===== src/hdl/octet_port_defines.svh =====
// Purpose: constants shared by both ends of the octet service port
// Assumes: 200 MHz node clock
// Notes: timing counts derived from printed figures
`ifndef OCTET_PORT_DEFINES_SVH
`define OCTET_PORT_DEFINES_SVH
`define CLK_PERIOD_PS 5000
`define FRAME_TIME_US 125
`define FRAME_CYCLES ((`FRAME_TIME_US * 1000000) / `CLK_PERIOD_PS)
`define SLOT_DATA_COUNT 52
`define OCTET_GAP_CYCLES 8
`define EMPTY_OCTET 8'h00
`define MGMT_PER_FRAME 4
`endif


===== src/hdl/octet_port_pkg.sv =====
// Purpose: types for the octet service port
// Assumes: nothing
// Notes: type codes are shared by both ends
package octet_port_pkg;
    typedef enum logic [1:0] {
        OCT_SLOT_START = 2'h0,
        OCT_SLOT_DATA = 2'h1,
        OCT_MGMT = 2'h2
    } octet_kind_type;
endpackage


===== src/hdl/octet_sap_if.sv =====
// Purpose: one octet service access point between physical and access layers
// Assumes: single node clock
// Notes: indication flows up, request flows down
`timescale 1ns/1ps
interface octet_sap_if;
    logic ind_stb;
    logic [7:0] ind_octet;
    octet_port_pkg::octet_kind_type ind_kind;
    logic ind_valid;
    logic req_stb;
    logic [7:0] req_octet;
    octet_port_pkg::octet_kind_type req_kind;
    logic req_valid;
    modport phy (output ind_stb, output ind_octet, output ind_kind, output ind_valid,
        input req_stb, input req_octet, input req_kind, input req_valid);
    modport dqdb (input ind_stb, input ind_octet, input ind_kind, input ind_valid,
        output req_stb, output req_octet, output req_kind, output req_valid);
endinterface


===== src/hdl/octet_pacer.sv =====
// Purpose: octet timing source for one access point
// Assumes: frame of FRAME_CYCLES cycles; octets every GAP cycles
// Notes: emits slots of a start and 52 slot data, and a few management octets per frame
`timescale 1ns/1ps
`include "octet_port_defines.svh"
module octet_pacer #(
    parameter int FRAME_CYCLES = `FRAME_CYCLES,
    parameter int GAP = `OCTET_GAP_CYCLES
) (
    input wire logic clk,
    input wire logic nrst,
    output logic tick,
    output octet_port_pkg::octet_kind_type kind
);
    logic [31:0] frame_r;
    logic [7:0] gap_r;
    logic [5:0] pos_r;
    logic [2:0] mgmt_r;
    wire frame_end = (frame_r == 32'(FRAME_CYCLES - 1));
    wire gap_end = (gap_r == 8'(GAP - 1));
    // management octets lead each frame, then slots fill the rest
    wire in_mgmt = (mgmt_r != 3'h0);
    always_ff @(posedge clk or negedge nrst) begin
        if (!nrst) begin
            frame_r <= 32'h0;
            gap_r <= 8'h0;
            pos_r <= 6'h0;
            mgmt_r <= 3'(`MGMT_PER_FRAME);
        end else begin
            frame_r <= frame_end ? 32'h0 : frame_r + 32'h1;
            gap_r <= (gap_end || frame_end) ? 8'h0 : gap_r + 8'h1;
            if (frame_end) begin
                mgmt_r <= 3'(`MGMT_PER_FRAME);
                pos_r <= 6'h0;
            end else if (gap_end && in_mgmt) begin
                mgmt_r <= mgmt_r - 3'h1;
            end else if (gap_end) begin
                pos_r <= (pos_r == 6'(`SLOT_DATA_COUNT)) ? 6'h0 : pos_r + 6'h1;
            end
        end
    end
    // a slot still open at frame end is cut short; a gap end on the last cycle of a frame gives no tick
    assign tick = gap_end && !frame_end;
    assign kind = in_mgmt ? octet_port_pkg::OCT_MGMT :
        (pos_r == 6'h0) ? octet_port_pkg::OCT_SLOT_START : octet_port_pkg::OCT_SLOT_DATA;
endmodule


===== src/hdl/octet_phy_end.sv =====
// Purpose: physical layer end offering two octet service access points
// Assumes: link receive strobes are already on the node clock
// Notes: index 0 of every per-point vector is point A, index 1 is point B
`timescale 1ns/1ps
`include "octet_port_defines.svh"
module octet_phy_end #(
    parameter int FRAME_CYCLES = `FRAME_CYCLES,
    parameter int GAP = `OCTET_GAP_CYCLES
) (
    input wire logic clk,
    input wire logic nrst,
    octet_sap_if.phy sap_a,
    octet_sap_if.phy sap_b,
    input wire logic hob_capable,
    input wire logic [1:0] link_up,
    input wire logic [1:0] rx_stb,
    input wire logic [15:0] rx_octet,
    input wire logic [3:0] rx_kind,
    input wire logic [1:0] rx_valid,
    output logic [1:0] tx_stb,
    output logic [15:0] tx_octet,
    output logic [3:0] tx_kind,
    output logic [1:0] tx_valid,
    output logic [1:0] tx_dropped
);
    logic [1:0] tick;
    octet_port_pkg::octet_kind_type pace_kind [2];
    logic [1:0] ind_stb_r;
    logic [7:0] ind_octet_r [2];
    octet_port_pkg::octet_kind_type ind_kind_r [2];
    logic [1:0] ind_valid_r;
    logic [1:0] req_stb;
    logic [7:0] req_octet [2];
    octet_port_pkg::octet_kind_type req_kind [2];
    logic [1:0] req_valid;

    // ------------------------------------------------------------
    // access point wiring: index 0 is point A, index 1 is point B
    // ------------------------------------------------------------
    assign sap_a.ind_stb = ind_stb_r[0];
    assign sap_a.ind_octet = ind_octet_r[0];
    assign sap_a.ind_kind = ind_kind_r[0];
    assign sap_a.ind_valid = ind_valid_r[0];
    assign sap_b.ind_stb = ind_stb_r[1];
    assign sap_b.ind_octet = ind_octet_r[1];
    assign sap_b.ind_kind = ind_kind_r[1];
    assign sap_b.ind_valid = ind_valid_r[1];
    assign req_stb = {sap_b.req_stb, sap_a.req_stb};
    assign req_octet[0] = sap_a.req_octet;
    assign req_octet[1] = sap_b.req_octet;
    assign req_kind[0] = sap_a.req_kind;
    assign req_kind[1] = sap_b.req_kind;
    assign req_valid = {sap_b.req_valid, sap_a.req_valid};

    // ------------------------------------------------------------
    // per access point logic
    // ------------------------------------------------------------
    genvar i;
    generate
        for (i = 0; i < 2; i++) begin : g_sap
            logic [1:0] up_sync_r;
            logic up;
            logic from_peer;
            logic local_empty;
            logic send_ok;
            logic do_send;
            logic [7:0] rx_octet_i;
            octet_port_pkg::octet_kind_type rx_kind_i;
            logic ind_stb_nxt;
            logic [7:0] ind_octet_nxt;
            octet_port_pkg::octet_kind_type ind_kind_nxt;
            logic ind_valid_nxt;
            logic [7:0] tx_octet_nxt;
            logic [1:0] tx_kind_nxt;
            logic tx_valid_nxt;
            logic drop_nxt;

            // ------------------------------------------------------------
            // timing source
            // ------------------------------------------------------------
            // each point paces itself, so a dead link still yields frame timing
            octet_pacer #(.FRAME_CYCLES(FRAME_CYCLES), .GAP(GAP)) u_pace (
                .clk(clk),
                .nrst(nrst),
                .tick(tick[i]),
                .kind(pace_kind[i])
            );

            // ------------------------------------------------------------
            // link status
            // ------------------------------------------------------------
            // link status comes from the line side, so it is synchronised
            always_ff @(posedge clk or negedge nrst) begin
                if (!nrst) begin
                    up_sync_r <= 2'h0;
                end else begin
                    up_sync_r <= {up_sync_r[0], link_up[i]};
                end
            end
            assign up = up_sync_r[1];

            // ------------------------------------------------------------
            // indication path
            // ------------------------------------------------------------
            assign rx_octet_i = rx_octet[8*i +: 8];
            assign rx_kind_i = octet_port_pkg::octet_kind_type'(rx_kind[2*i +: 2]);
            assign from_peer = up && rx_stb[i];
            // a head of bus without a live link still needs slot timing
            assign local_empty = !up && hob_capable && tick[i];
            assign ind_stb_nxt = from_peer || local_empty;
            assign ind_octet_nxt = from_peer ? rx_octet_i :
                local_empty ? `EMPTY_OCTET : ind_octet_r[i];
            assign ind_kind_nxt = from_peer ? rx_kind_i :
                local_empty ? pace_kind[i] : ind_kind_r[i];
            // empties are marked valid: they carry timing, not content
            assign ind_valid_nxt = from_peer ? rx_valid[i] :
                local_empty ? 1'b1 : ind_valid_r[i];

            always_ff @(posedge clk or negedge nrst) begin
                if (!nrst) begin
                    ind_stb_r[i] <= 1'b0;
                end else begin
                    ind_stb_r[i] <= ind_stb_nxt;
                end
            end
            always_ff @(posedge clk or negedge nrst) begin
                if (!nrst) begin
                    ind_octet_r[i] <= 8'h00;
                end else begin
                    ind_octet_r[i] <= ind_octet_nxt;
                end
            end
            always_ff @(posedge clk or negedge nrst) begin
                if (!nrst) begin
                    ind_kind_r[i] <= octet_port_pkg::OCT_SLOT_START;
                end else begin
                    ind_kind_r[i] <= ind_kind_nxt;
                end
            end
            always_ff @(posedge clk or negedge nrst) begin
                if (!nrst) begin
                    ind_valid_r[i] <= 1'b0;
                end else begin
                    ind_valid_r[i] <= ind_valid_nxt;
                end
            end

            // ------------------------------------------------------------
            // request path
            // ------------------------------------------------------------
            assign send_ok = up || (req_kind[i] == octet_port_pkg::OCT_MGMT);
            assign do_send = req_stb[i] && send_ok;
            assign tx_octet_nxt = do_send ? req_octet[i] : tx_octet[8*i +: 8];
            assign tx_kind_nxt = do_send ? 2'(req_kind[i]) : tx_kind[2*i +: 2];
            assign tx_valid_nxt = do_send ? req_valid[i] : tx_valid[i];
            // slot octets on a down link are discarded and flagged
            assign drop_nxt = req_stb[i] && !send_ok;

            always_ff @(posedge clk or negedge nrst) begin
                if (!nrst) begin
                    tx_stb[i] <= 1'b0;
                end else begin
                    tx_stb[i] <= do_send;
                end
            end
            always_ff @(posedge clk or negedge nrst) begin
                if (!nrst) begin
                    tx_octet[8*i +: 8] <= 8'h00;
                end else begin
                    tx_octet[8*i +: 8] <= tx_octet_nxt;
                end
            end
            always_ff @(posedge clk or negedge nrst) begin
                if (!nrst) begin
                    tx_kind[2*i +: 2] <= 2'h0;
                end else begin
                    tx_kind[2*i +: 2] <= tx_kind_nxt;
                end
            end
            always_ff @(posedge clk or negedge nrst) begin
                if (!nrst) begin
                    tx_valid[i] <= 1'b0;
                end else begin
                    tx_valid[i] <= tx_valid_nxt;
                end
            end
            always_ff @(posedge clk or negedge nrst) begin
                if (!nrst) begin
                    tx_dropped[i] <= 1'b0;
                end else begin
                    tx_dropped[i] <= drop_nxt;
                end
            end
        end
    endgenerate
endmodule


===== src/flat_wrapper.sv =====
// flat-port wrapper written by rule: the top's interface ports become plain ports
module octet_phy_end_flat 
#(
    parameter int FRAME_CYCLES = `FRAME_CYCLES,
    parameter int GAP = `OCTET_GAP_CYCLES
)
  (clk, nrst, hob_capable, link_up, rx_stb, rx_octet, rx_kind, rx_valid, tx_stb, tx_octet, tx_kind, tx_valid, tx_dropped, sap_a_ind_stb, sap_a_ind_octet, sap_a_ind_kind, sap_a_ind_valid, sap_a_req_stb, sap_a_req_octet, sap_a_req_kind, sap_a_req_valid, sap_b_ind_stb, sap_b_ind_octet, sap_b_ind_kind, sap_b_ind_valid, sap_b_req_stb, sap_b_req_octet, sap_b_req_kind, sap_b_req_valid);
  octet_sap_if sap_a_i ();
  octet_sap_if sap_b_i ();
  input wire logic clk;
  input wire logic nrst;
  input wire logic hob_capable;
  input wire logic [1:0] link_up;
  input wire logic [1:0] rx_stb;
  input wire logic [15:0] rx_octet;
  input wire logic [3:0] rx_kind;
  input wire logic [1:0] rx_valid;
  output logic [1:0] tx_stb;
  output logic [15:0] tx_octet;
  output logic [3:0] tx_kind;
  output logic [1:0] tx_valid;
  output logic [1:0] tx_dropped;
  output wire logic [$bits(sap_a_i.ind_stb)-1:0] sap_a_ind_stb;
  output wire logic [$bits(sap_a_i.ind_octet)-1:0] sap_a_ind_octet;
  output wire logic [$bits(sap_a_i.ind_kind)-1:0] sap_a_ind_kind;
  output wire logic [$bits(sap_a_i.ind_valid)-1:0] sap_a_ind_valid;
  input wire logic [$bits(sap_a_i.req_stb)-1:0] sap_a_req_stb;
  input wire logic [$bits(sap_a_i.req_octet)-1:0] sap_a_req_octet;
  input wire logic [$bits(sap_a_i.req_kind)-1:0] sap_a_req_kind;
  input wire logic [$bits(sap_a_i.req_valid)-1:0] sap_a_req_valid;
  output wire logic [$bits(sap_b_i.ind_stb)-1:0] sap_b_ind_stb;
  output wire logic [$bits(sap_b_i.ind_octet)-1:0] sap_b_ind_octet;
  output wire logic [$bits(sap_b_i.ind_kind)-1:0] sap_b_ind_kind;
  output wire logic [$bits(sap_b_i.ind_valid)-1:0] sap_b_ind_valid;
  input wire logic [$bits(sap_b_i.req_stb)-1:0] sap_b_req_stb;
  input wire logic [$bits(sap_b_i.req_octet)-1:0] sap_b_req_octet;
  input wire logic [$bits(sap_b_i.req_kind)-1:0] sap_b_req_kind;
  input wire logic [$bits(sap_b_i.req_valid)-1:0] sap_b_req_valid;
  assign sap_a_ind_stb = sap_a_i.ind_stb;
  assign sap_a_ind_octet = sap_a_i.ind_octet;
  assign sap_a_ind_kind = sap_a_i.ind_kind;
  assign sap_a_ind_valid = sap_a_i.ind_valid;
  assign sap_a_i.req_stb = sap_a_req_stb;
  assign sap_a_i.req_octet = sap_a_req_octet;
  assign sap_a_i.req_kind = sap_a_req_kind;
  assign sap_a_i.req_valid = sap_a_req_valid;
  assign sap_b_ind_stb = sap_b_i.ind_stb;
  assign sap_b_ind_octet = sap_b_i.ind_octet;
  assign sap_b_ind_kind = sap_b_i.ind_kind;
  assign sap_b_ind_valid = sap_b_i.ind_valid;
  assign sap_b_i.req_stb = sap_b_req_stb;
  assign sap_b_i.req_octet = sap_b_req_octet;
  assign sap_b_i.req_kind = sap_b_req_kind;
  assign sap_b_i.req_valid = sap_b_req_valid;
  octet_phy_end #(.FRAME_CYCLES(FRAME_CYCLES), .GAP(GAP)) u_core (.clk(clk), .nrst(nrst), .sap_a(sap_a_i), .sap_b(sap_b_i), .hob_capable(hob_capable), .link_up(link_up), .rx_stb(rx_stb), .rx_octet(rx_octet), .rx_kind(rx_kind), .rx_valid(rx_valid), .tx_stb(tx_stb), .tx_octet(tx_octet), .tx_kind(tx_kind), .tx_valid(tx_valid), .tx_dropped(tx_dropped));
endmodule

===== config.mk =====
export PLATFORM = sky130hd
export DESIGN_NAME = octet_phy_end_flat
export DESIGN_NICKNAME = d
export VERILOG_FILES = /design/src/hdl/octet_port_pkg.sv /design/src/hdl/octet_sap_if.sv /design/src/hdl/octet_pacer.sv /design/src/hdl/octet_phy_end.sv /design/src/flat_wrapper.sv
export VERILOG_INCLUDE_DIRS = /design/src /design/src/hdl
export SDC_FILE = /design/constraint.sdc
export NUM_CORES = 1
export LEC_CHECK = 0
export CAP_MARGIN = 15
export CORE_MARGIN = 2
export CORE_UTILIZATION = 50
export DETAILED_ROUTE_END_ITERATION = 8
export DONT_BUFFER_PORTS = 1
export SYNTH_ARGS = -nofsm -noshare
export SYNTH_HDL_FRONTEND = slang
export SYNTH_HIERARCHICAL = 1
export SYNTH_SLANG_ARGS = --single-unit

===== constraint.sdc =====
create_clock -name clk -period 3.1 [get_ports clk]
set_input_delay 0.155 -clock clk [delete_from_list [all_inputs] [get_ports clk]]
set_output_delay 0.155 -clock clk [all_outputs]
set_load 0.005 [all_outputs]

==> flow_summary.ini, run 1 <==
[status]
status = complete, but fails checks
violations = negative hold slack

[logic_synthesis]
synth-seq-cells = 152
synthCells = 662
async_flop_share_pct = 100
synthFlopType = dfrtp_1
ys.warnings.count = 6
synth_edf_count = 0
postSynthAreaPerCell_um2 = 10.8
yosysSeqAreaShare_pct = 53.4
synth.cell_area_um2 = 7130
ys_types = 60
syn-num-nets = 727

[global_routing]
grt_max_degree = 153
grt_pass1_vias = 4963
grt_pass1_wl_mm = 23.9
antenna_found_initial = 0
track_usage_pct = 20.0
overflow = 0

[clock_tree]
clk_latency_ns = 0.42
cts.sinks = 152
post-cts-setup-buffers = 0
root_buffer = clkbuf_16
cts_max_level = 4
clk_path_buf_depth = 2
post_cts_resized = 0
cts.clk_slew.worst_paths_ns = 0.06
numCtsBuffers = 17
cts_tree = done
ctsHoldBuffers = 54

[placed_design]
dpl.hpwl_mm = 9.40
gp_congestion = 0.792
place_ws_ns = 0.551
numPortBuffers = 0
place_area_um2 = 7230
dp_cells = 820

[power_and_ir_drop]
power_switching_mw = 0.911
finalPower_mw = 4.51
p_comb_share_pct = 3.9
clockPowerShare_pct = 48.6
vdd_drop_max_v = 0.000437
leakage_nw = 3.73
powerDensity_nw_per_um2 = 537
p_sw_share_pct = 20.2
seqPwrFrac_pct = 47.5
intPower_mw = 3.60

[final_layout]
mostFrequentLayoutCell = dfrtp_1
layout.cells.non_filler = 905
n_antenna_cell = 0
layout-drive-gt1-share_pct = 10.3
fin_nets = 778
syn2layout_area_growth_pct = 17.8
postLayoutCellArea_um2 = 8400
final_cell_mix = dfrtp_1 (150), nand2_1 (66), nand3_1 (61), dlygate4sd3_1 (54), nor2_1 (39)

[timing]
timing.hold.ws_ns = -0.576
max_freq_mhz = 390
final.setup.tns_ns = 0
setup_viol = 0
period_needed_ns = 2.56
hold_viol = 152
min_period_over_period_pct = 82.6
finalMaxSlewViolations = 0
timing.slew.headroom_pct = 49.6
grt_setup_unrepaired = false
finalWorstSetupSlack_ns = 0.538
finClkSkew_ns = 0.00665
max_slew.worst_pin.slew_ns = 0.756

[worst_setup_path]
crit_path_end_kind = flip-flop
path_class = flip-flop to flip-flop
crit_path_max_fanout = 14
worstPathArrival_ns = 2.90
critPathRequiredTime_ns = 3.44
start_kind = flip-flop

[floorplan]
dieArea_um2 = 15200
die_h_um = 123
core_um2 = 13900
rows = 43
start_util_pct = 51.4
die_x_um = 123
pin_count = 103

[detailed_routing]
vias = 5078
drt-initial-drc-count = 292
viasPerCell = 5.61
detail_route.first_pass.iterations = 5
routed_wirelength_mm = 14.7
drc = 0
ant_nets = 0
wl_per_cell_um = 16.2

[flow_run]
drv_cap = 0

[min_path]
hp-class = input pin to asynchronous set/reset pin
final timing paths:
check | from | depth (start not counted) | to | slack (ns)
setup / recovery | u_core/g_sap[0].u_pace/frame_r[15] | 7 | u_core/sap_a.ind_kind[1] | 0.54
hold / removal | nrst | 0 | u_core/g_sap[1].u_pace/frame_r[18] | -0.58
setup reg to reg | u_core/g_sap[0].u_pace/frame_r[15] | 7 | u_core/sap_a.ind_kind[1] | 0.54
hold reg to reg | u_core/g_sap[1].up_sync_r[0] | 0 | u_core/g_sap[1].up_sync_r[1] | 0.36
max in group asynchronous | nrst | 0 | u_core/g_sap[0].u_pace/mgmt_r[2] | 3.38
min in group clk | sap_a_req_kind[0] | 2 | u_core/tx_kind[1] | 0.06
kinds of logic (layout without fill, tap and decap cells):
kind of cell / Yosys count / in the layout / synth area share (%)
and+or+nand+nor: 307 / 307 / 24.3
DFF: 152 / 152 / 53.4
xor gates and xnor gates: 72 / 72 / 8.84
AOI/OAI and AO/OA: 52 / 52 / 5.00
buffers and inverters: 48 / 111 / 3.39
muxes: 19 / 19 / 2.98
adders and majority gates: 12 / 12 / 2.11
layout make-up:
class	instances	area, um2
timing repair buffer	59	578
multi-input combinational	462	3080
fill	1143	5480
clock inverter	8	143
clock buffer	23	488
tap	180	225
sequential	152	3810
inverter	21	78.8
synthesized netlist by cell type, types with 8 or more instances:
library cell	count	area (um2)
dfrtp_1	150	3750
nand2_1	66	248
nand3_1	61	305
nor2_1	39	146
xor2_1	37	324
xnor2_1	35	307
nor3_1	23	115
a21oi_1	22	110
inv_1	21	78.8
mux2_2	18	203
nand4_1	18	113
nor4_1	15	93.8
and3_1	13	81.3
buf_2	12	60.1
ha_1	12	150
nor4b_1	8	70.1
registers in the layout, summed over array words and instances, names as in the netlist:
name,cells
u_core/tx_dropped,2
u_core/sap_a.ind_octet,8
u_core/sap_b.ind_kind,2
u_core/tx_stb,2
u_core/sap_a.ind_valid,1
u_core/g_sap.u_pace/gap_r,16
u_core/tx_valid,2
u_core/g_sap.u_pace/pos_r,12
u_core/sap_b.ind_octet,8
u_core/sap_a.ind_stb,1
u_core/sap_a.ind_kind,2
u_core/tx_kind,4
u_core/g_sap.u_pace/frame_r,64
u_core/g_sap.up_sync_r,4
u_core/g_sap.u_pace/mgmt_r,6
u_core/sap_b.ind_stb,1
u_core/sap_b.ind_valid,1
u_core/tx_octet,16
power groups by stage:
stage          Clock [mW]  Sequential (mW)  Combinational (mW)
4_1_cts              2.24             2.14               0.171
6_report             2.19             2.14               0.175
2_1_floorplan           0             2.15               0.102
3_5_place_dp            0             2.18               0.110
3_3_place_gp            0             2.18               0.102
5_1_grt              2.34             2.15               0.190
metrics by stage:
| step | util [%] | hold slack (ns) |
|---|---|---|
| CTS | 60.5 | -0.594 |
| finish | 60.5 | -0.576 |
| global route | 60.5 | -0.604 |
| global placement | 52.1 | -0.136 |
| floorplan | - | -0.141 |
| detailed placement | 52.1 | -0.135 |
worst max-delay path, stage by stage, from the launching register on:
cell	delay, ns
dfrtp_1	0.43
or4_1	0.53
or4_4	0.50
nor3_4	0.16
and2b_1	0.20
nand3b_1	0.38
o22ai_1	0.16
a21oi_1	0.13
routing by layer:
layer	track usage (%)	wire (um)	up-vias	part of all wire, %
li1	-	-	2437	-
met1	25.5	6310	2505	43
met2	32.5	7550	110	51
met3	4.98	554	26	3.8
met4	8.66	277	0	1.9
met5	0	0	-	0
(Power assumes the default switching activity.)
==> run 2, diff against run 1 <==
Settings changed: ABC_AREA set to 1, PLACE_DENSITY set to 0.68.
Clock period 3.1 ns to 2.35 ns, I/O delays scaled along.
==> run 2 against run 1 <==
Against the previous run: combinational power is 29% higher; first-iteration DRC count is 69% higher; sequential cell count unchanged; critical path type unchanged; clock power increased by 24%; the flow still finishes with violations (negative hold slack); highest routed layer unchanged; hold slack got worse by 0.040 ns.
==> flow_summary.ini, run 2 <==
[status]
status = complete, but fails checks
violations = negative hold slack

[timing]
grt_setup_unrepaired = false
max_slew.worst_pin.slew_ns = 0.668
max_freq_mhz = 473
min_period_over_period_pct = 90.0
finalWorstSetupSlack_ns = 0.235
timing.slew.headroom_pct = 55.4
period_needed_ns = 2.12
finClkSkew_ns = 0.0104
final.setup.tns_ns = 0
setup_viol = 0
finalMaxSlewViolations = 0
timing.hold.ws_ns = -0.616
hold_viol = 152

[floorplan]
start_util_pct = 50.6
rows = 48
die_h_um = 135
die_x_um = 135
core_um2 = 17100
dieArea_um2 = 18300
pin_count = 103

[final_layout]
top_register = u_core/g_sap.u_pace/frame_r
n_antenna_cell = 0
largest_reg_flops = 64
syn2layout_area_growth_pct = 14.3
mostFrequentLayoutCell = nand2_1
layout.cells.non_filler = 1482
layout-drive-gt1-share_pct = 7.40
reg.largest.list = u_core/g_sap.u_pace/frame_r (64), u_core/g_sap.u_pace/gap_r (16), u_core/tx_octet (16)
final_util_pct = 57.8
fillers = 1549
fin_nets = 1309
final_cell_mix = nand2_1 (360), inv_1 (177), nor2_1 (172), dfrtp_1 (150), nand3_1 (107)

[placed_design]
gp_congestion = 0.894
dpl.hpwl_mm = 13.5
place_ws_ns = 0.318
numPortBuffers = 0
dp_cells = 1399

[flow_run]
drv_cap = 0

[logic_synthesis]
ys.warnings.count = 6
synthCells = 1192
synthFlopType = dfrtp_1
yosysTopAreaCellShare_pct = 43.5
synth.mux.area_fraction_pct = 0
synth-xor-area-share_pct = 2.95
synth_fa_ha_area_share_pct = 1.74
synth-simple-area-share_pct = 38.6
synth-seq-cells = 152
yosysTopAreaCell = dfrtp_1
syn-num-nets = 1257
ys_types = 32
postSynthAreaPerCell_um2 = 7.23
synth_top_family_by_area = simple AND/OR/NAND/NOR gates
synth.cell_area_um2 = 8620
synth_most_common_cell = nand2_1
synth_compound_area_share_pct = 2.71
async_flop_share_pct = 100
synthTopCellsByArea = dfrtp_1 (44%), nand2_1 (16%), inv_1 (7.7%)
synth_edf_count = 0
yosys-top-cells-count = nand2_1 (360), inv_1 (177), nor2_1 (172), dfrtp_1 (150), nand3_1 (107)
yosysSeqAreaShare_pct = 44.1

[min_path]
hp-class = input pin to asynchronous set/reset pin

[detailed_routing]
ant_nets = 0
viasPerCell = 5.04
routed-wl-met3_mm = 1.04
vias = 7462
top_layer = met4
wl_met2_mm = 9.60
wl_per_cell_um = 13.3
drc = 0
met1_length_mm = 8.62
detail_route.first_pass.iterations = 5
drt-initial-drc-count = 494
routed_wirelength_mm = 19.7

[worst_setup_path]
start_kind = flip-flop
crit_path_max_fanout = 13
critPathRequiredTime_ns = 2.72
path_class = flip-flop to flip-flop
crit_path_end_kind = flip-flop
worstPathArrival_ns = 2.48

[power_and_ir_drop]
powerDensity_nw_per_um2 = 583
vdd_drop_max_v = 0.000507
leakage_nw = 5.16

[global_routing]
grt_pass1_wl_mm = 32.7
grt_pass1_vias = 7064
overflow = 0
antenna_found_initial = 0
track_usage_pct = 22.2
grt_max_degree = 153

[clock_tree]
cts_max_level = 4
cts_tree = done
clk_path_buf_depth = 2
numCtsBuffers = 17
ctsHoldBuffers = 51
cts.sinks = 152
cts.clk_slew.worst_paths_ns = 0.06
root_buffer = clkbuf_16
clk_latency_ns = 0.43
[run 2: changes by cell type in the layout (fill, tap and decap cells not counted), sizes merged, moves of 9 or more]
cell    delta
nand2    +315
and3      -13
mux2      -18
nor4b      -9
o211ai    +12
inv      +166
o21ai     +17
nor3      +10
nor2     +159
a21oi     -18
nor4      -22
xnor2     -34
nand3     +47
xor2       -9
[run 2: final timing paths]
check                                                start                                 to  slack [ns]  depth (start not counted)
max in group asynchronous                             nrst   u_core/g_sap[1].u_pace/mgmt_r[2]        2.65                          0
max reg2reg                u_core/g_sap[1].u_pace/gap_r[0]             u_core/sap_b.ind_valid        0.23                          9
min reg2reg                   u_core/g_sap[0].up_sync_r[0]       u_core/g_sap[0].up_sync_r[1]        0.35                          0
min                                                   nrst  u_core/g_sap[0].u_pace/frame_r[8]       -0.62                          0
max                        u_core/g_sap[1].u_pace/gap_r[0]             u_core/sap_b.ind_valid        0.23                          9
min in group clk                         sap_b_req_kind[1]               u_core/tx_dropped[1]        0.06                          3
[run 2: metrics by stage]
step	instance area, um2	total power [mW]
after floorplan	8620	2.96
after global placement	8760	2.99
after detailed placement	8760	3.00
after CTS	9850	5.79
after global routing	9850	5.95
final	9850	5.74
[run 2: layout make-up]
| type | count | area [um2] | share of cell area (%) |
|---|---|---|---|
| clock buffer | 19 | 433 | 4.39 |
| clock inverter | 13 | 148 | 1.50 |
| inverter | 184 | 691 | 7.01 |
| multi-input combinational | 836 | 3970 | 40.3 |
| sequential | 152 | 3810 | 38.6 |
| tap | 225 | 282 | 2.86 |
| timing repair buffer | 53 | 526 | 5.33 |
[run 2: cells by family after synthesis]
group                      after synthesis
AOI/OAI and AO/OA                       39
adders and majority gates               12
DFF                                    152
buffers and inverters                  204
xor gates and xnor gates                29
and+or+nand+nor                        756
[run 2: timing repair]
item,in CTS,in global routing
hold endpoints to repair,202,152
gates resized for setup,0,0
buffers inserted,0,0
[run 2: routing by layer]
layer / GRT usage, % / vias to the layer above
li1: - / 3802
met1: 29.0 / 3415
met2: 36.2 / 200
met3: 4.79 / 45
met4: 8.45 / 0
met5: 0 / -
[run 2: where the power goes]
group          total, mW  switching (mW)  internal, mW
clock network       2.71            1.13          1.58
registers           2.81          0.0893          2.72
logic              0.226           0.116         0.110
[run 2: critical path, stage by stage (launching register included)]
cell and delay [ns]:
dfrtp_1 0.37, ha_1 0.20, nand3_1 0.10, nor2_2 0.22, inv_2 0.15, nor2_1 0.23, nand3_1 0.39, nand2_1 0.26
nand2_1 0.07, nand2_1 0.06
